## config.mk

```make
export PLATFORM = sky130hd
export DESIGN_NAME = bcc_fsm
export DESIGN_NICKNAME = d
export VERILOG_FILES = /design/src/rtl/bcc_sync.v /design/src/rtl/bcc_timer.v /design/src/rtl/bcc_fsm.v
export VERILOG_INCLUDE_DIRS = /design/src /design/src/rtl
export SDC_FILE = /design/constraint.sdc
export NUM_CORES = 1
export LEC_CHECK = 0
export BUFFER_PORTS_ARGS = -buffer_cell sky130_fd_sc_hd__buf_2
export CAP_MARGIN = 0
export CELL_PAD_IN_SITES_DETAIL_PLACEMENT = 1
export CELL_PAD_IN_SITES_GLOBAL_PLACEMENT = 2
export CORE_MARGIN = 5
export CORE_UTILIZATION = 34
export CTS_CLUSTER_DIAMETER = 60
export DETAILED_ROUTE_END_ITERATION = 16
export HOLD_SLACK_MARGIN = 0.1
export PLACE_DENSITY = 0.77
export SETUP_SLACK_MARGIN = 0.05
export SKIP_LAST_GASP = 1
export SLEW_MARGIN = 30
export SYNTH_ARGS = -nofsm -noshare
export SYNTH_HDL_FRONTEND = slang
export SYNTH_SLANG_ARGS = --single-unit
```

## constraint.sdc

```tcl
create_clock -name clk -period 2.9 [get_ports clk]
set_input_delay 0.58 -clock clk [delete_from_list [all_inputs] [get_ports clk]]
set_output_delay 0.58 -clock clk [all_outputs]
set_load 0.005 [all_outputs]
```

## src/rtl/bcc_defs.vh

```
// Constants for the battery charge control state machine
`ifndef BCC_DEFS_VH
`define BCC_DEFS_VH

// Clock period in ns (20 MHz)
`define BCC_CLK_NS          32'h0000_0032
// Initialization time of the timer block, in ns, and cycles (ns / 50)
`define BCC_INIT_NS         32'h000F_4240
`define BCC_INIT_CYC        64'h0000_0000_0000_4E20
// Nominal top-off and precharge limit in seconds, and cycles at 20 MHz;
// written out at 64 bits, as the product overflows 32-bit arithmetic
`define BCC_HOUR_S          32'h0000_0E10
`define BCC_HOUR_CYC        64'h0000_0010_C388_D000
// Hold-off is time-out divided by 2^5
`define BCC_HOLDOFF_SHIFT   6'h05
// Trickle pulse: on and period in cycles
`define BCC_TRK_ON_CYC      16'h0100
`define BCC_TRK_PER_CYC     16'h1000
// Time-out default in cycles
`define BCC_TIMEOUT_CYC     64'h0000_0000_4000_0000

// State codes
`define BCC_ST_INIT         4'h0
`define BCC_ST_PRECHG       4'h1
`define BCC_ST_FAST         4'h2
`define BCC_ST_TOPOFF       4'h3
`define BCC_ST_FILLUP       4'h4
`define BCC_ST_STBY_VREG    4'h5
`define BCC_ST_STBY_TRK     4'h6
`define BCC_ST_STBY_OFF     4'h7
`define BCC_ST_REFRESH      4'h8
`define BCC_ST_CUTOFF       4'h9
`define BCC_ST_INHIBIT      4'hA
`define BCC_ST_STOP         4'hB

// Regulation select codes
`define BCC_REG_OFF         3'h0
`define BCC_REG_FAST        3'h1
`define BCC_REG_TOPOFF      3'h2
`define BCC_REG_PRECHG      3'h3
`define BCC_REG_VOLT        3'h4
`define BCC_REG_TRICKLE     3'h5

`endif

```

## src/rtl/bcc_sync.v

```verilog
// Two-flop synchroniser bank for comparator flags
`timescale 1ns/1ps
module bcc_sync #(
    parameter W = 8
) (
    input  wire         clk,   // Clock
    input  wire         nrst,  // Synchronous reset, active low
    input  wire [W-1:0] d,     // Asynchronous flags
    output reg  [W-1:0] q      // Synchronised flags
);
    reg [W-1:0] meta_r;

    // -------------------------------------------------
    // Synchroniser; first stage feeds only the second
    // -------------------------------------------------
    always @(posedge clk)
    begin
        if (!nrst)
        begin
            meta_r <= {W{1'b0}};
            q      <= {W{1'b0}};
        end
        else
        begin
            meta_r <= d;
            q      <= meta_r;
        end
    end
endmodule // bcc_sync

```

## src/rtl/bcc_timer.v

```verilog
// Pausable up-counter with programmable limit
`timescale 1ns/1ps
module bcc_timer (
    input  wire        clk,    // Clock
    input  wire        nrst,   // Synchronous reset, active low
    input  wire        clr,    // Restart count at zero
    input  wire        run,    // Count this cycle, else hold
    input  wire [63:0] limit,  // Expiry count
    output reg  [63:0] count,  // Current count
    output reg         done    // Count reached limit
);
    // -------------------------------------------------
    // Counter; holds when not running so pauses resume
    // -------------------------------------------------
    always @(posedge clk)
    begin
        if (!nrst || clr)
        begin
            count <= 64'h0;
            done  <= 1'b0;
        end
        else if (run && !done)
        begin
            count <= count + 64'h1;
            done  <= (count + 64'h1 >= limit);
        end
    end
endmodule // bcc_timer

```

## src/rtl/bcc_fsm.v

```verilog
// Battery charge control state machine
`timescale 1ns/1ps
`include "bcc_defs.vh"
module bcc_fsm #(
    parameter [63:0] TIMEOUT_CYC = `BCC_TIMEOUT_CYC,  // Time-out length
    parameter [63:0] HOUR_CYC    = `BCC_HOUR_CYC,     // One hour
    parameter [63:0] INIT_CYC    = `BCC_INIT_CYC      // Initialization time
) (
    input  wire       clk,                 // 20 MHz clock
    input  wire       nrst,                // Power-on reset, active low
    input  wire       batt_insert,         // Battery insertion event level
    input  wire       id_low,              // Identification pin low (lithium/lead)
    input  wire       id_lithium,          // Identification at 0 V (else lead at 1.25 V)
    input  wire       id_high,             // Identification high (both criteria)
    input  wire       thermistor_present,  // Thermistor input in detect window
    input  wire       standby_low,         // Standby setpoint grounded (inhibit)
    input  wire       standby_ref,         // Standby setpoint tied to reference
    input  wire       refresh_low,         // Refresh request pressed
    input  wire       v_full_li,           // Cell at or above 4.1 V
    input  wire       v_full_pb,           // Cell at or above 2.45 V
    input  wire       v_below_3,           // Cell below 3 V
    input  wire       v_below_1p5,         // Cell below 1.5 V
    input  wire       v_above_0p9,         // Cell above 0.9 V
    input  wire       v_above_0p45,        // Cell above 0.45 V
    input  wire       v_end_dis,           // Cell at 1 V, discharge done
    input  wire       v_low,               // Low battery voltage
    input  wire       temp_in_window,      // Temperature inside init window
    input  wire       volt_in_window,      // Voltage inside init window
    input  wire       temp_cut,            // Temperature protection active
    input  wire       dtdt_full,           // Temperature-rate full detect
    input  wire       peak_full,           // Voltage peak detect full
    input  wire       ilim_2h,             // Current limited over two hours
    output reg  [3:0] state_out,           // Encoded state
    output reg  [2:0] reg_sel,             // Regulation select
    output reg        drive_en,            // Charge drive enable
    output reg        discharge_en,        // Refresh discharge enable
    output reg        timer_init,          // Timer block in init mode
    output reg        indicators_en,       // Program pins as indicators
    output reg        nickel,              // Latched chemistry is nickel
    output reg        peak_select,         // Voltage peak detection in use
    output reg        full_flag            // Full detected
);
    // -------------------------------------------------
    // Input synchronisation
    // -------------------------------------------------
    // All comparator and pin levels cross into the clock domain through two
    // flops; this costs two cycles of latency on every decision
    wire [22:1] raw = {batt_insert, id_low, id_lithium, id_high, thermistor_present,
                       standby_low, standby_ref, refresh_low, v_full_li, v_full_pb,
                       v_below_3, v_below_1p5, v_above_0p9, v_above_0p45, v_end_dis,
                       v_low, temp_in_window, volt_in_window, temp_cut, dtdt_full,
                       peak_full, ilim_2h};
    wire [22:1] s;

    bcc_sync #(.W(22)) u_sync (
        .clk  (clk),
        .nrst (nrst),
        .d    (raw),
        .q    (s)
    );

    wire s_ins   = s[22];
    wire s_idlo  = s[21];
    wire s_idli  = s[20];
    wire s_idhi  = s[19];
    wire s_therm = s[18];
    wire s_inh   = s[17];
    wire s_sref  = s[16];
    wire s_refresh = s[15];
    wire s_fli   = s[14];
    wire s_fpb   = s[13];
    wire s_b3    = s[12];
    wire s_b15   = s[11];
    wire s_a09   = s[10];
    wire s_a045  = s[9];
    wire s_edis  = s[8];
    wire s_vlow  = s[7];
    wire s_twin  = s[6];
    wire s_vwin  = s[5];
    wire s_tcut  = s[4];
    wire s_dtdt  = s[3];
    wire s_peak  = s[2];
    wire s_il2h  = s[1];

    // -------------------------------------------------
    // State and latched configuration
    // -------------------------------------------------
    reg  [3:0] st_r, st_nxt;
    reg        ins_d_r;
    reg        lith_r, lead_r, both_r, vreg_stby_r;
    reg  [15:0] trk_r;
    // Insertion is a rising edge of the synchronised level; ins_d_r resets low
    // like the idle pin, so a pack already fitted at power-up only restarts init
    wire       ins_edge = s_ins && !ins_d_r;
    wire       li_pb    = lith_r || lead_r;

    // Timers: time-out pauses on low voltage, temperature and inhibit
    wire        to_run  = !s_vlow && !s_tcut && !s_inh;
    wire        sess_clr = (st_r != st_nxt) && (st_nxt == `BCC_ST_FAST ||
                           st_nxt == `BCC_ST_FILLUP || st_nxt == `BCC_ST_PRECHG);
    wire [63:0] to_cnt, hr_cnt, in_cnt;
    wire        to_done, hr_done, in_done;
    wire        hold_off = (to_cnt < (TIMEOUT_CYC >> `BCC_HOLDOFF_SHIFT));

    // Session timer: time-out, and hold-off as its first 1/32; cleared on entry
    // to precharge, fast charge and fill-up, so each session has a fresh hold-off
    bcc_timer u_to (
        .clk   (clk),
        .nrst  (nrst),
        .clr   (sess_clr),
        .run   (to_run),
        .limit (TIMEOUT_CYC),
        .count (to_cnt),
        .done  (to_done)
    );

    // Hour timer serves top-off and precharge; frozen by inhibit
    bcc_timer u_hr (
        .clk   (clk),
        .nrst  (nrst),
        .clr   ((st_r != st_nxt)),
        .run   (!s_inh),
        .limit (HOUR_CYC),
        .count (hr_cnt),
        .done  (hr_done)
    );

    // Initialization timer; an insertion edge restarts it from zero. Inhibit
    // stops it, so a pack inserted while inhibited waits before choosing a method
    bcc_timer u_init (
        .clk   (clk),
        .nrst  (nrst),
        .clr   (ins_edge),
        .run   (st_r == `BCC_ST_INIT && !s_inh),
        .limit (INIT_CYC),
        .count (in_cnt),
        .done  (in_done)
    );

    // -------------------------------------------------
    // Full detection with thermistor fallback
    // -------------------------------------------------
    // Rate detection needs a thermistor; without one, voltage peak takes over so
    // a pack without a sensor is still terminated. Peak is also used when the
    // chemistry select asks for both criteria.
    wire use_peak = !s_therm || both_r || s_idhi;
    wire use_dtdt = s_therm;
    wire ni_full  = (use_dtdt && s_dtdt) || (use_peak && s_peak);
    // Full results are simply discarded during hold-off, not stored for later
    wire full_ok  = !hold_off;

    // -------------------------------------------------
    // Next-state logic
    // -------------------------------------------------
    always @*
    begin
        st_nxt = st_r;
        case (st_r)
            // Method is chosen once the init time has passed and chemistry is latched
            `BCC_ST_INIT:
                if (in_done)
                    st_nxt = li_pb && !(lith_r ? s_a09 : s_a045) ?
                             `BCC_ST_PRECHG : `BCC_ST_FAST;
            `BCC_ST_PRECHG:
                if (lith_r ? s_a09 : s_a045)
                    st_nxt = `BCC_ST_FAST;
                else if (hr_done)
                    st_nxt = `BCC_ST_CUTOFF;
            // Refresh wins over every end of fast charge; it is refused for lithium/lead
            `BCC_ST_FAST:
                if (!li_pb && s_refresh)
                    st_nxt = `BCC_ST_REFRESH;
                else if (s_tcut || to_done)
                    st_nxt = li_pb ? `BCC_ST_STBY_OFF : `BCC_ST_TOPOFF;
                else if (li_pb && full_ok && (lith_r ? s_fli : s_fpb))
                    st_nxt = `BCC_ST_FILLUP;
                else if (!li_pb && full_ok && ni_full)
                    st_nxt = `BCC_ST_TOPOFF;
            // A low cell voltage ends top-off early so a bench test need not wait
            `BCC_ST_TOPOFF:
                if (!s_refresh && (hr_done || s_vlow))
                    st_nxt = vreg_stby_r ? `BCC_ST_STBY_VREG : `BCC_ST_STBY_TRK;
                else if (s_refresh)
                    st_nxt = `BCC_ST_REFRESH;
            `BCC_ST_FILLUP:
                if (to_done || s_vlow)
                    st_nxt = `BCC_ST_STBY_OFF;
            // Lithium/lead standby has no drive; a falling cell restarts fast charge
            `BCC_ST_STBY_OFF:
                if (lith_r ? s_b3 : s_b15)
                    st_nxt = `BCC_ST_FAST;
            // Current held at its limit too long, or over-temperature, stops until a new insertion
            `BCC_ST_STBY_VREG:
                if (s_tcut || s_il2h)
                    st_nxt = `BCC_ST_STOP;
                else if (s_refresh)
                    st_nxt = `BCC_ST_REFRESH;
            `BCC_ST_STBY_TRK:
                if (s_refresh)
                    st_nxt = `BCC_ST_REFRESH;
            `BCC_ST_REFRESH:
                if (s_edis)
                    st_nxt = `BCC_ST_FAST;
            `BCC_ST_CUTOFF:
                st_nxt = `BCC_ST_CUTOFF;
            `BCC_ST_STOP:
                st_nxt = `BCC_ST_STOP;
            default:
                st_nxt = `BCC_ST_INIT;
        endcase
        // Inhibit freezes the state; insertion restarts except after cut-off
        if (s_inh)
            st_nxt = st_r;
        else if (ins_edge && st_r != `BCC_ST_CUTOFF)
            st_nxt = `BCC_ST_INIT;
    end

    // -------------------------------------------------
    // State, chemistry latch and trickle pulse counter
    // -------------------------------------------------
    always @(posedge clk)
    begin
        if (!nrst)
        begin
            st_r        <= `BCC_ST_INIT;
            ins_d_r     <= 1'b0;
            lith_r      <= 1'b0;
            lead_r      <= 1'b0;
            both_r      <= 1'b0;
            vreg_stby_r <= 1'b0;
            trk_r       <= 16'h0000;
        end
        else
        begin
            st_r    <= st_nxt;
            ins_d_r <= s_ins;
            // Latch chemistry and standby method while initializing
            if (st_r == `BCC_ST_INIT && !in_done)
            begin
                lith_r      <= s_idlo && s_idli;
                lead_r      <= s_idlo && !s_idli;
                both_r      <= s_idhi;
                vreg_stby_r <= !s_sref && s_therm;
            end
            // Trickle phase counter; inhibit holds it, like every other timer
            if (st_r == `BCC_ST_STBY_TRK && !s_inh)
                trk_r <= (trk_r >= `BCC_TRK_PER_CYC - 16'h1) ? 16'h0000 : trk_r + 16'h1;
            else if (!s_inh)
                trk_r <= 16'h0000;
        end
    end

    // -------------------------------------------------
    // Registered outputs
    // -------------------------------------------------
    reg [2:0] sel_nxt;
    reg       drv_nxt;

    // Output drive per state; inhibit and cut-off force zero
    always @*
    begin
        sel_nxt = `BCC_REG_OFF;
        drv_nxt = 1'b0;
        case (st_r)
            `BCC_ST_PRECHG:    begin sel_nxt = `BCC_REG_PRECHG; drv_nxt = 1'b1; end
            `BCC_ST_FAST:
                begin
                    drv_nxt = 1'b1;
                    sel_nxt = (!li_pb && !(s_twin && s_vwin)) ?
                              `BCC_REG_TOPOFF : `BCC_REG_FAST;
                end
            `BCC_ST_TOPOFF:    begin sel_nxt = `BCC_REG_TOPOFF; drv_nxt = 1'b1; end
            `BCC_ST_FILLUP:    begin sel_nxt = `BCC_REG_VOLT;   drv_nxt = 1'b1; end
            `BCC_ST_STBY_VREG: begin sel_nxt = `BCC_REG_VOLT;   drv_nxt = 1'b1; end
            `BCC_ST_STBY_TRK:
                begin
                    sel_nxt = `BCC_REG_TRICKLE;
                    drv_nxt = (trk_r < `BCC_TRK_ON_CYC);
                end
            default:           begin sel_nxt = `BCC_REG_OFF;    drv_nxt = 1'b0; end
        endcase
        if (s_inh)
        begin
            sel_nxt = `BCC_REG_OFF;
            drv_nxt = 1'b0;
        end
    end

    // Output registers; every port comes from a flop, at the cost of one more
    // cycle of latency behind the state. Inhibit is shown as its own code while
    // the underlying state stays frozen underneath it.
    always @(posedge clk)
    begin
        if (!nrst)
        begin
            state_out     <= `BCC_ST_INIT;
            reg_sel       <= `BCC_REG_OFF;
            drive_en      <= 1'b0;
            discharge_en  <= 1'b0;
            timer_init    <= 1'b1;
            indicators_en <= 1'b0;
            nickel        <= 1'b1;
            peak_select   <= 1'b0;
            full_flag     <= 1'b0;
        end
        else
        begin
            state_out     <= s_inh ? `BCC_ST_INHIBIT : st_r;
            reg_sel       <= sel_nxt;
            drive_en      <= drv_nxt;
            discharge_en  <= (st_r == `BCC_ST_REFRESH) && !s_inh;
            timer_init    <= (st_r == `BCC_ST_INIT);
            indicators_en <= (st_r != `BCC_ST_INIT) && !s_inh;
            nickel        <= !li_pb;
            peak_select   <= use_peak;
            full_flag     <= (st_r == `BCC_ST_TOPOFF || st_r == `BCC_ST_FILLUP ||
                              st_r == `BCC_ST_STBY_VREG || st_r == `BCC_ST_STBY_TRK ||
                              st_r == `BCC_ST_STBY_OFF);
        end
    end
endmodule // bcc_fsm

```

==> summary.txt, run 1 <==
Route
  • Wirelength per Cell: about 18 microns
  • Initial detailed-routing violation count: 640
  • Number of vias after detailed routing: roughly 15k
  • Total DRC errors in the routed layout: 0
  • Antenna Violating Nets Remaining: 0
  • DRT Wirelength: around 50000 microns
  • Drt via density: roughly 5.2
  • Number of iterations in the first detailed-routing pass: 5

Synth
  • Combinational family with the most area after synthesis: simple AND/OR/NAND/NOR gates
  • Flip-flop and latch count after synthesis: around 280
  • Proportion of synthesized flip-flops having asynchronous set or reset: 0%
  • Xor/xnor share of the synthesized area: between 10 and 15%
  • Ys flop type: dfxtp_1
  • Total of warnings raised by yosys: 0
  • Post-Syn Area per Cell: around 8 sq um
  • Area fraction in compound gates after synthesis: 9.06%
  • Mux share of post-synthesis cell area: less than 1%
  • Net count of the mapped netlist: between 1.5k and 2k
  • Cell area after synthesis: about 0.015 sq mm
  • Fraction of the mapped netlist area in adder cells: less than 1%
  • Post-synthesis sequential area ratio: around 38%
  • Number of enable-type register cells in the synthesized netlist: 0
  • Unique cell type count in the Yosys netlist: about 70
  • Post-synthesis simple-gate area fraction: 33.9%
  • Synthesized instance count: ~1.9k

Worst setup path
  • Reg-to-reg slack, setup: -0.22 ns
  • CP top delay family: simple AND/OR/NAND/NOR gates
  • Capturing instance or port of the critical path: u_to.count[59]
  • CP dominant cell by count: or4_4
  • Critical Path Sink Type: register
  • Critical path startpoint category: register
  • Reg-to-reg critical path startpoint: u_to.count[42]
  • Classification of the worst setup path: register to register
  • Bufs and invs on worst path: 2
  • Required time of the worst setup path: between 3 and 4 ns
  • Signal arrival time at the worst endpoint: between 3 and 4 ns
  • Chain of cells forming the critical path: or4_4, or4_4, nor3_4, mux2i_2, o221ai_4, o21ai_2, o311ai_4, a21boi_4, buf_6, buf_12, nor2_1
  • Slowest cell on crit path: or4_4
  • Crit path from: u_to.count[42]
  • Max incr delay on CP: about 0.52 ns
  • Worst-case reg-to-reg path depth: 11
  • Stages on worst setup path: 11
  • FF-to-FF End: u_to.count[59]
  • Peak fanout along the critical path: 8

Layout
  • Commonest non-fill, non-tap cells in the layout: buf_4, dfxtp_1, nor2_1, nand2_1, xor2_1
  • Relative area change from synthesis to final layout: 34.9%
  • Count of antenna diodes in the layout: 0
  • Most common library cell in the layout ignoring fill and taps: buf_4
  • Final non-filler cell total: approximately 2.8k
  • Final layout net count: roughly 2.2k
  • Layout Cell Area excl Fill: roughly 0.020 sq mm
  • Share of final-layout standard cells stronger than drive strength 1: 24.8%

Die
  • Die area: between 0.04 and 0.05 sq mm
  • Starting utilization of the core area: roughly a third
  • X dimension of the die: between 200 and 250 microns
  • Row cnt: 76
  • Number of placed I/O pins: 38
  • Core box area: between 0.04 and 0.05 sq mm
  • Die Height: 219 microns

Flow run
  • Maxcap violations: 0

CTS
  • # H-tree levels: 2
  • CTS clk-pin slew, worst paths: 0.06 ns
  • Number of CTS-inserted buffers: 38
  • Number of buffers between clock root and the deepest sink: 3
  • Clk sinks: between 200 and 300
  • Hold_buf cts: 0
  • TritonCTS clock tree: yes
  • Later-pin clock latency in the skew report: about 0.56 ns
  • Buffer type at the clock tree root: clkbuf_16

Timing
  • Number of pins exceeding their max-slew limit in the final report: 0
  • Sum of negative setup slack: -19.31 ns
  • Clock period minus worst slack: 3.12 ns
  • RSZ-0062 raised after global routing: yes
  • Period utilization: 107%
  • Final setup margin: -0.217 ns
  • Number of hold violations in the final report: 0
  • Finish-stage setup viols: 129
  • Worst-Margin Slew: approximately 0.53 ns
  • Final clock skew: about 0.019 ns
  • Maximum clock frequency: approximately 320 MHz
  • Headroom to the max-slew limit: 63.8%

Place
  • HPWL after detailed placement: around 36000 microns
  • Worst slack after detailed placement: -0.318 ns
  • Post-placement cell count: roughly 2.7k
  • # port buffers: 37
  • Global placer's final weighted congestion: between 0.9 and 1
  • Instance area after placement: approximately 0.017 sq mm

Global routing
  • Maximum number of pins on one net before global-route repair: 46
  • Global-route usage over all layers: 20.3%
  • Number of global-route vias before repair: roughly 15k
  • Antenna violations before repair: 0
  • Global-route wire length before repair: between 70000 and 80000 microns
  • Overall overflow remaining after global route: 0

Outcome
  • Outcome: finished, violations left
  • Violations in the final reports: setup timing

Power
  • Leakage Power: 7.38 nW
  • Sw Share: around 23%
  • Power Density: about 480 mW/mm^2
  • Combinational cell fraction of total power: under 10%
  • Power share of the clock group: between 50% and 60%
  • PnR Total Power: about 9.5 mW
  • Total internal power: between 7 and 8 mW
  • Share of power burned in registers: just over 40%
  • Highest ir drop seen on vdd: around 0.38 mV
  • Switching component of the power: between 2 and 2.5 mW

Min path
  • Classification of the worst-slack hold path: primary input to register
cell usage after synthesis (all sizes together) (37+ instances only):
master	count	area (sq um)
a21oi	37	185
and2	77	482
and3	52	325
clkbuf	91	342
dfxtp	278	5570
nand2	169	634
nand3	94	470
nand4	89	557
nor2	296	1110
nor3	85	430
nor4	45	294
o21ai	59	295
xnor2	121	1060
xor2	123	1080
registers in the layout, summed over array words and instances (netlist names), 3 cells and up:
name and cells:
reg_sel 3, st_r 4, state_out 4, trk_r 16, u_hr.count 64, u_init.count 64
u_sync.meta_r 22, u_sync.q 22, u_to.count 64
metal layers:
layer / wire length (microns) / share of wire, % / track usage, % / vias to the layer above
li1: - / - / - / 7114
met1: 22900 / 46 / 26.5 / 7133
met2: 24300 / 49 / 35.1 / 189
met3: 1470 / 2.9 / 2.98 / 76
met4: 1290 / 2.6 / 5.59 / 0
met5: 0 / 0 / 0 / -
how the worst min path moves through the flow:
stage,endpoint,cells after the start,start
floorplan,trk_r[14],2,trk_r[14]
global placement,u_sync.q[16],1,u_sync.meta_r[16]
detailed placement,u_sync.q[15],1,u_sync.meta_r[15]
CTS,u_sync.meta_r[17],2,thermistor_present
global route,u_sync.meta_r[17],2,thermistor_present
finish,u_sync.meta_r[17],2,thermistor_present
metrics by stage:
stage / utilization (%) / hold WS [ns]
floorplan: - / 0.408
CTS: 44.4 / 0.189
global placement: 40.6 / 0.416
global route: 46.4 / 0.199
finish: 46.4 / 0.227
detailed placement: 40.6 / 0.420
worst reg2reg max path, cell delays in order (launching register included):
cell	delay (ns)
dfxtp_2	0.32
or4_4	0.52
or4_4	0.44
nor3_4	0.19
mux2i_2	0.33
o221ai_4	0.17
o21ai_2	0.23
o311ai_4	0.14
a21boi_4	0.30
buf_6	0.15
buf_12	0.14
nor2_1	0.06
kinds of logic (layout without fill, tap and decap cells):
group	Yosys count	after routing
compound gates	204	204
xor+xnor	244	244
fa+ha+maj	6	6
buf+inv	136	433
flops	278	278
mux	10	10
simple gates	1006	1006
power by group through the flow:
stage / Clock (mW) / Combinational (mW) / Sequential (mW)
floorplan: 0 / 0.183 / 4.00
global placement: 0 / 0.301 / 4.01
detailed placement: 0 / 0.312 / 4.01
CTS: 5.37 / 0.340 / 3.93
global route: 5.53 / 0.438 / 3.93
finish: 5.21 / 0.400 / 3.93
final cells by class:
cell class                      count  area (sq um)
Clock inverter                     19           318
Clock buffer                       49          1090
Inverter                           27           101
Timing Repair Buffer              338          2710
Sequential cell                   278          5570
Tap cell                          585           732
Fill cell                        5083         23100
Multi-Input combinational cell   1470          9450
repair_timing:
action	CTS	global route
gates resized for setup	28	171
pin swaps	2	77
setup buffers	7	4
endpoints found under the setup margin	130	132
cloned	2	8
Note: power is estimated with default switching activity, not from simulation.
==> inputs of run 2 (changes only) <==
--- a/config.mk
+++ b/config.mk
@@ -11,11 +11,11 @@
 export CELL_PAD_IN_SITES_DETAIL_PLACEMENT = 1
 export CELL_PAD_IN_SITES_GLOBAL_PLACEMENT = 2
 export CORE_MARGIN = 5
-export CORE_UTILIZATION = 34
+export CORE_UTILIZATION = 38
 export CTS_CLUSTER_DIAMETER = 60
 export DETAILED_ROUTE_END_ITERATION = 16
 export HOLD_SLACK_MARGIN = 0.1
-export PLACE_DENSITY = 0.77
+export PLACE_DENSITY = 0.81
 export SETUP_SLACK_MARGIN = 0.05
 export SKIP_LAST_GASP = 1
 export SLEW_MARGIN = 30
==> constraint.sdc (replaced) <==
create_clock -name clk -period 3 [get_ports clk]
set_input_delay 0.6 -clock clk [delete_from_list [all_inputs] [get_ports clk]]
set_output_delay 0.6 -clock clk [all_outputs]
set_load 0.005 [all_outputs]
==> summary.txt, run 2 (synthesis gave the netlist of run 1 again) <==
Min path
  • Endpoint of the worst hold-timing path: u_sync.meta_r[17]
  • Startpoint of the tightest hold check path: thermistor_present
  • Hold path cells: 2 (unchanged)
  • Classification of the worst-slack hold path: primary input to register

Worst setup path
  • Critical Path Sink Type: register
  • Signal arrival time at the worst endpoint: 3.65 ns (+0.09 ns)
  • Required time of the worst setup path: 3.44 ns (+0.10 ns)
  • Critical path startpoint category: register
  • Reg-to-reg critical path startpoint: u_to.count[42]
  • Reg-to-reg slack, setup: -0.21 ns (about the same)
  • Peak fanout along the critical path: 7 (-1)
  • FF-to-FF End: u_to.count[42]
  • Classification of the worst setup path: register to register
  • Worst-case reg-to-reg path depth: 14 (+3)

Die
  • Die area: 0.0430 sq mm (-10%)
  • X dimension of the die: 207 microns (-5.2%)
  • Number of placed I/O pins: 38 (unchanged)
  • Die Height: 207 microns (-5.2%)
  • Core box area: 0.0386 sq mm (-10%)
  • Row cnt: 72 (-5.3%)
  • Starting utilization of the core area: 38.4% (+4.0 points)

Timing
  • Final clock skew: 0.0249 ns (+0.00568 ns)
  • Clock period minus worst slack: 3.21 ns (+0.0973 ns)
  • Sum of negative setup slack: -17.92 ns (+1.39 ns)
  • Number of hold violations in the final report: 0 (unchanged)
  • Maximum clock frequency: 311 MHz (-3.0%)
  • Headroom to the max-slew limit: 59.5% (-4.3 points)
  • Finish-stage setup viols: 129 (unchanged)
  • Period utilization: 107% (-0.34 points)
  • Worst-Margin Slew: 0.592 ns (+0.0622 ns)
  • RSZ-0062 raised after global routing: yes
  • Final setup margin: -0.215 ns (+0.00268 ns)
  • Final Hold Slack: 0.256 ns (+0.0294 ns)
  • Number of pins exceeding their max-slew limit in the final report: 0 (unchanged)

Place
  • HPWL after detailed placement: 34300 microns (-4.8%)
  • Global placer's final weighted congestion: 0.879 (-3.6%)
  • # port buffers: 37 (unchanged)
  • Post-placement cell count: 2542 (-5.1%)

Global routing
  • Global-route usage over all layers: 21.4% (+1.1 points)
  • Global-route wire length before repair: 77800 microns (-2.1%)
  • Antenna violations before repair: 0 (unchanged)
  • Number of global-route vias before repair: 14.9k (-2.2%)
  • Overall overflow remaining after global route: 0 (unchanged)
  • Maximum number of pins on one net before global-route repair: 37 (-20%)

Power
  • Leakage Power: 6.89 nW (-6.5%)
  • PnR Total Power: 8.66 mW (-9.2%)
  • Switching component of the power: 2.11 mW (-3.2%)
  • Sw Share: 24.3% (+1.5 points)
  • Combinational cell fraction of total power: 4.6% (+0.4 points)
  • Power Density: 451 mW/mm^2 (-5.5%)
  • Power share of the clock group: 51.5% (-3.1 points)
  • Total internal power: 6.55 mW (-11%)
  • Share of power burned in registers: 43.8% (+2.6 points)
  • Highest ir drop seen on vdd: 0.414 mV (+9.8%)

Layout
  • Count of antenna diodes in the layout: 0 (unchanged)
  • Share of final-layout standard cells stronger than drive strength 1: 22.0% (-2.8 points)
  • Core occupancy in the finished layout: 49.8% (+3.4 points)
  • Most common library cell in the layout ignoring fill and taps: dfxtp_1
  • Final layout net count: 2114 (-3.2%)
  • Final non-filler cell total: 2629 (-5.0%)
  • Commonest non-fill, non-tap cells in the layout: dfxtp_1, nor2_1, buf_4, nand2_1, xor2_1
  • Number of inserted filler cells in the final layout: 4654 (-8.4%)
  • Relative area change from synthesis to final layout: 29.7%
  • Top flop regs: u_hr.count (64), u_init.count (64), u_to.count (64)

Flow run
  • Maxcap violations: 0 (unchanged)

Route
  • Antenna Violating Nets Remaining: 0 (unchanged)
  • DRT Wirelength: 48200 microns (-3.5%)
  • Number of vias after detailed routing: 14.3k (-1.4%)
  • Number of iterations in the first detailed-routing pass: 5 (unchanged)
  • Total DRC errors in the routed layout: 0 (unchanged)
  • Initial detailed-routing violation count: 709 (+11%)
  • Wirelength per Cell: 18.3 microns (+1.6%)
  • Drt via density: 5.45 (+3.8%)

CTS
  • CTS clk-pin slew, worst paths: 0.06 ns (about the same)
  • Hold_buf cts: 0 (unchanged)
  • Later-pin clock latency in the skew report: 0.55 ns (about the same)
  • Number of buffers between clock root and the deepest sink: 3 (unchanged)
  • TritonCTS clock tree: yes
  • Clk sinks: 278 (unchanged)
  • Number of CTS-inserted buffers: 38 (unchanged)
  • # H-tree levels: 2 (unchanged)
  • Buffer type at the clock tree root: clkbuf_16

Outcome
  • Outcome: finished, violations left
  • Violations in the final reports: setup timing
## run 2: timing repair
action,CTS,global route
buffers inserted,10,2
cloned,8,2
pin swaps,54,29
setup endpoints to repair,129,136
gates resized for setup,87,115
## run 2: layout make-up
cell class | count | area, sq um | area share [%]
clock buffers | 48 | 1100 | 5.73
repair buffers | 269 | 2270 | 11.8
flip-flops and latches | 278 | 5570 | 29.0
multi-input cells | 1470 | 9340 | 48.7
clock inverters | 19 | 155 | 0.808
inverters | 27 | 105 | 0.547
well taps | 518 | 648 | 3.38
## run 2: worst max path at each step
stage / cells after the start / from / slack (ns) / endpoint
global placement: 11 / u_to.count[42] / -0.05 / u_to.count[11]
floorplan: 10 / u_hr.count[13] / 0.03 / u_hr.done
finish: 14 / u_to.count[42] / -0.21 / u_to.count[42]
detailed placement: 11 / u_to.count[42] / -0.21 / u_to.count[21]
CTS: 10 / u_hr.count[14] / -0.19 / u_hr.done
global route: 13 / u_hr.count[22] / -0.36 / u_hr.done
## run 2: critical path: stages, from the launching register on
cell and delay [ns]:
dfxtp_2 0.32, or4_1 0.52, or4_4 0.45, nor3_4 0.19, buf_6 0.15, mux2i_4 0.23
o221ai_2 0.13, buf_4 0.18, o21ai_4 0.16, o311ai_4 0.14, a21boi_4 0.20, buf_12 0.17
buf_6 0.12, buf_6 0.11, nor2_2 0.03
## run 2: stage by stage
step,area [sq um],setup slack (ns)
after floorplan,14800,0.0324
after global placement,16800,-0.0513
after detailed placement,16800,-0.209
after CTS,18700,-0.192
after global routing,19200,-0.359
final,19200,-0.215
## run 2: power groups by stage
stage	combinational [mW]	clock [mW]	sequential (mW)
2_1_floorplan	0.177	0	3.86
3_3_place_gp	0.280	0	3.87
3_5_place_dp	0.288	0	3.88
4_1_cts	0.374	4.60	3.80
5_1_grt	0.433	4.76	3.80
6_report	0.400	4.47	3.80
## run 2: metal layers
layer	share of wire (%)	track usage [%]	vias to the layer above	wire, microns
li1	-	-	6976	-
met4	2.7	7.20	0	1320
met1	45	27.8	7004	21500
met3	3.8	2.96	88	1840
met2	49	36.8	247	23500
met5	0	0	-	0
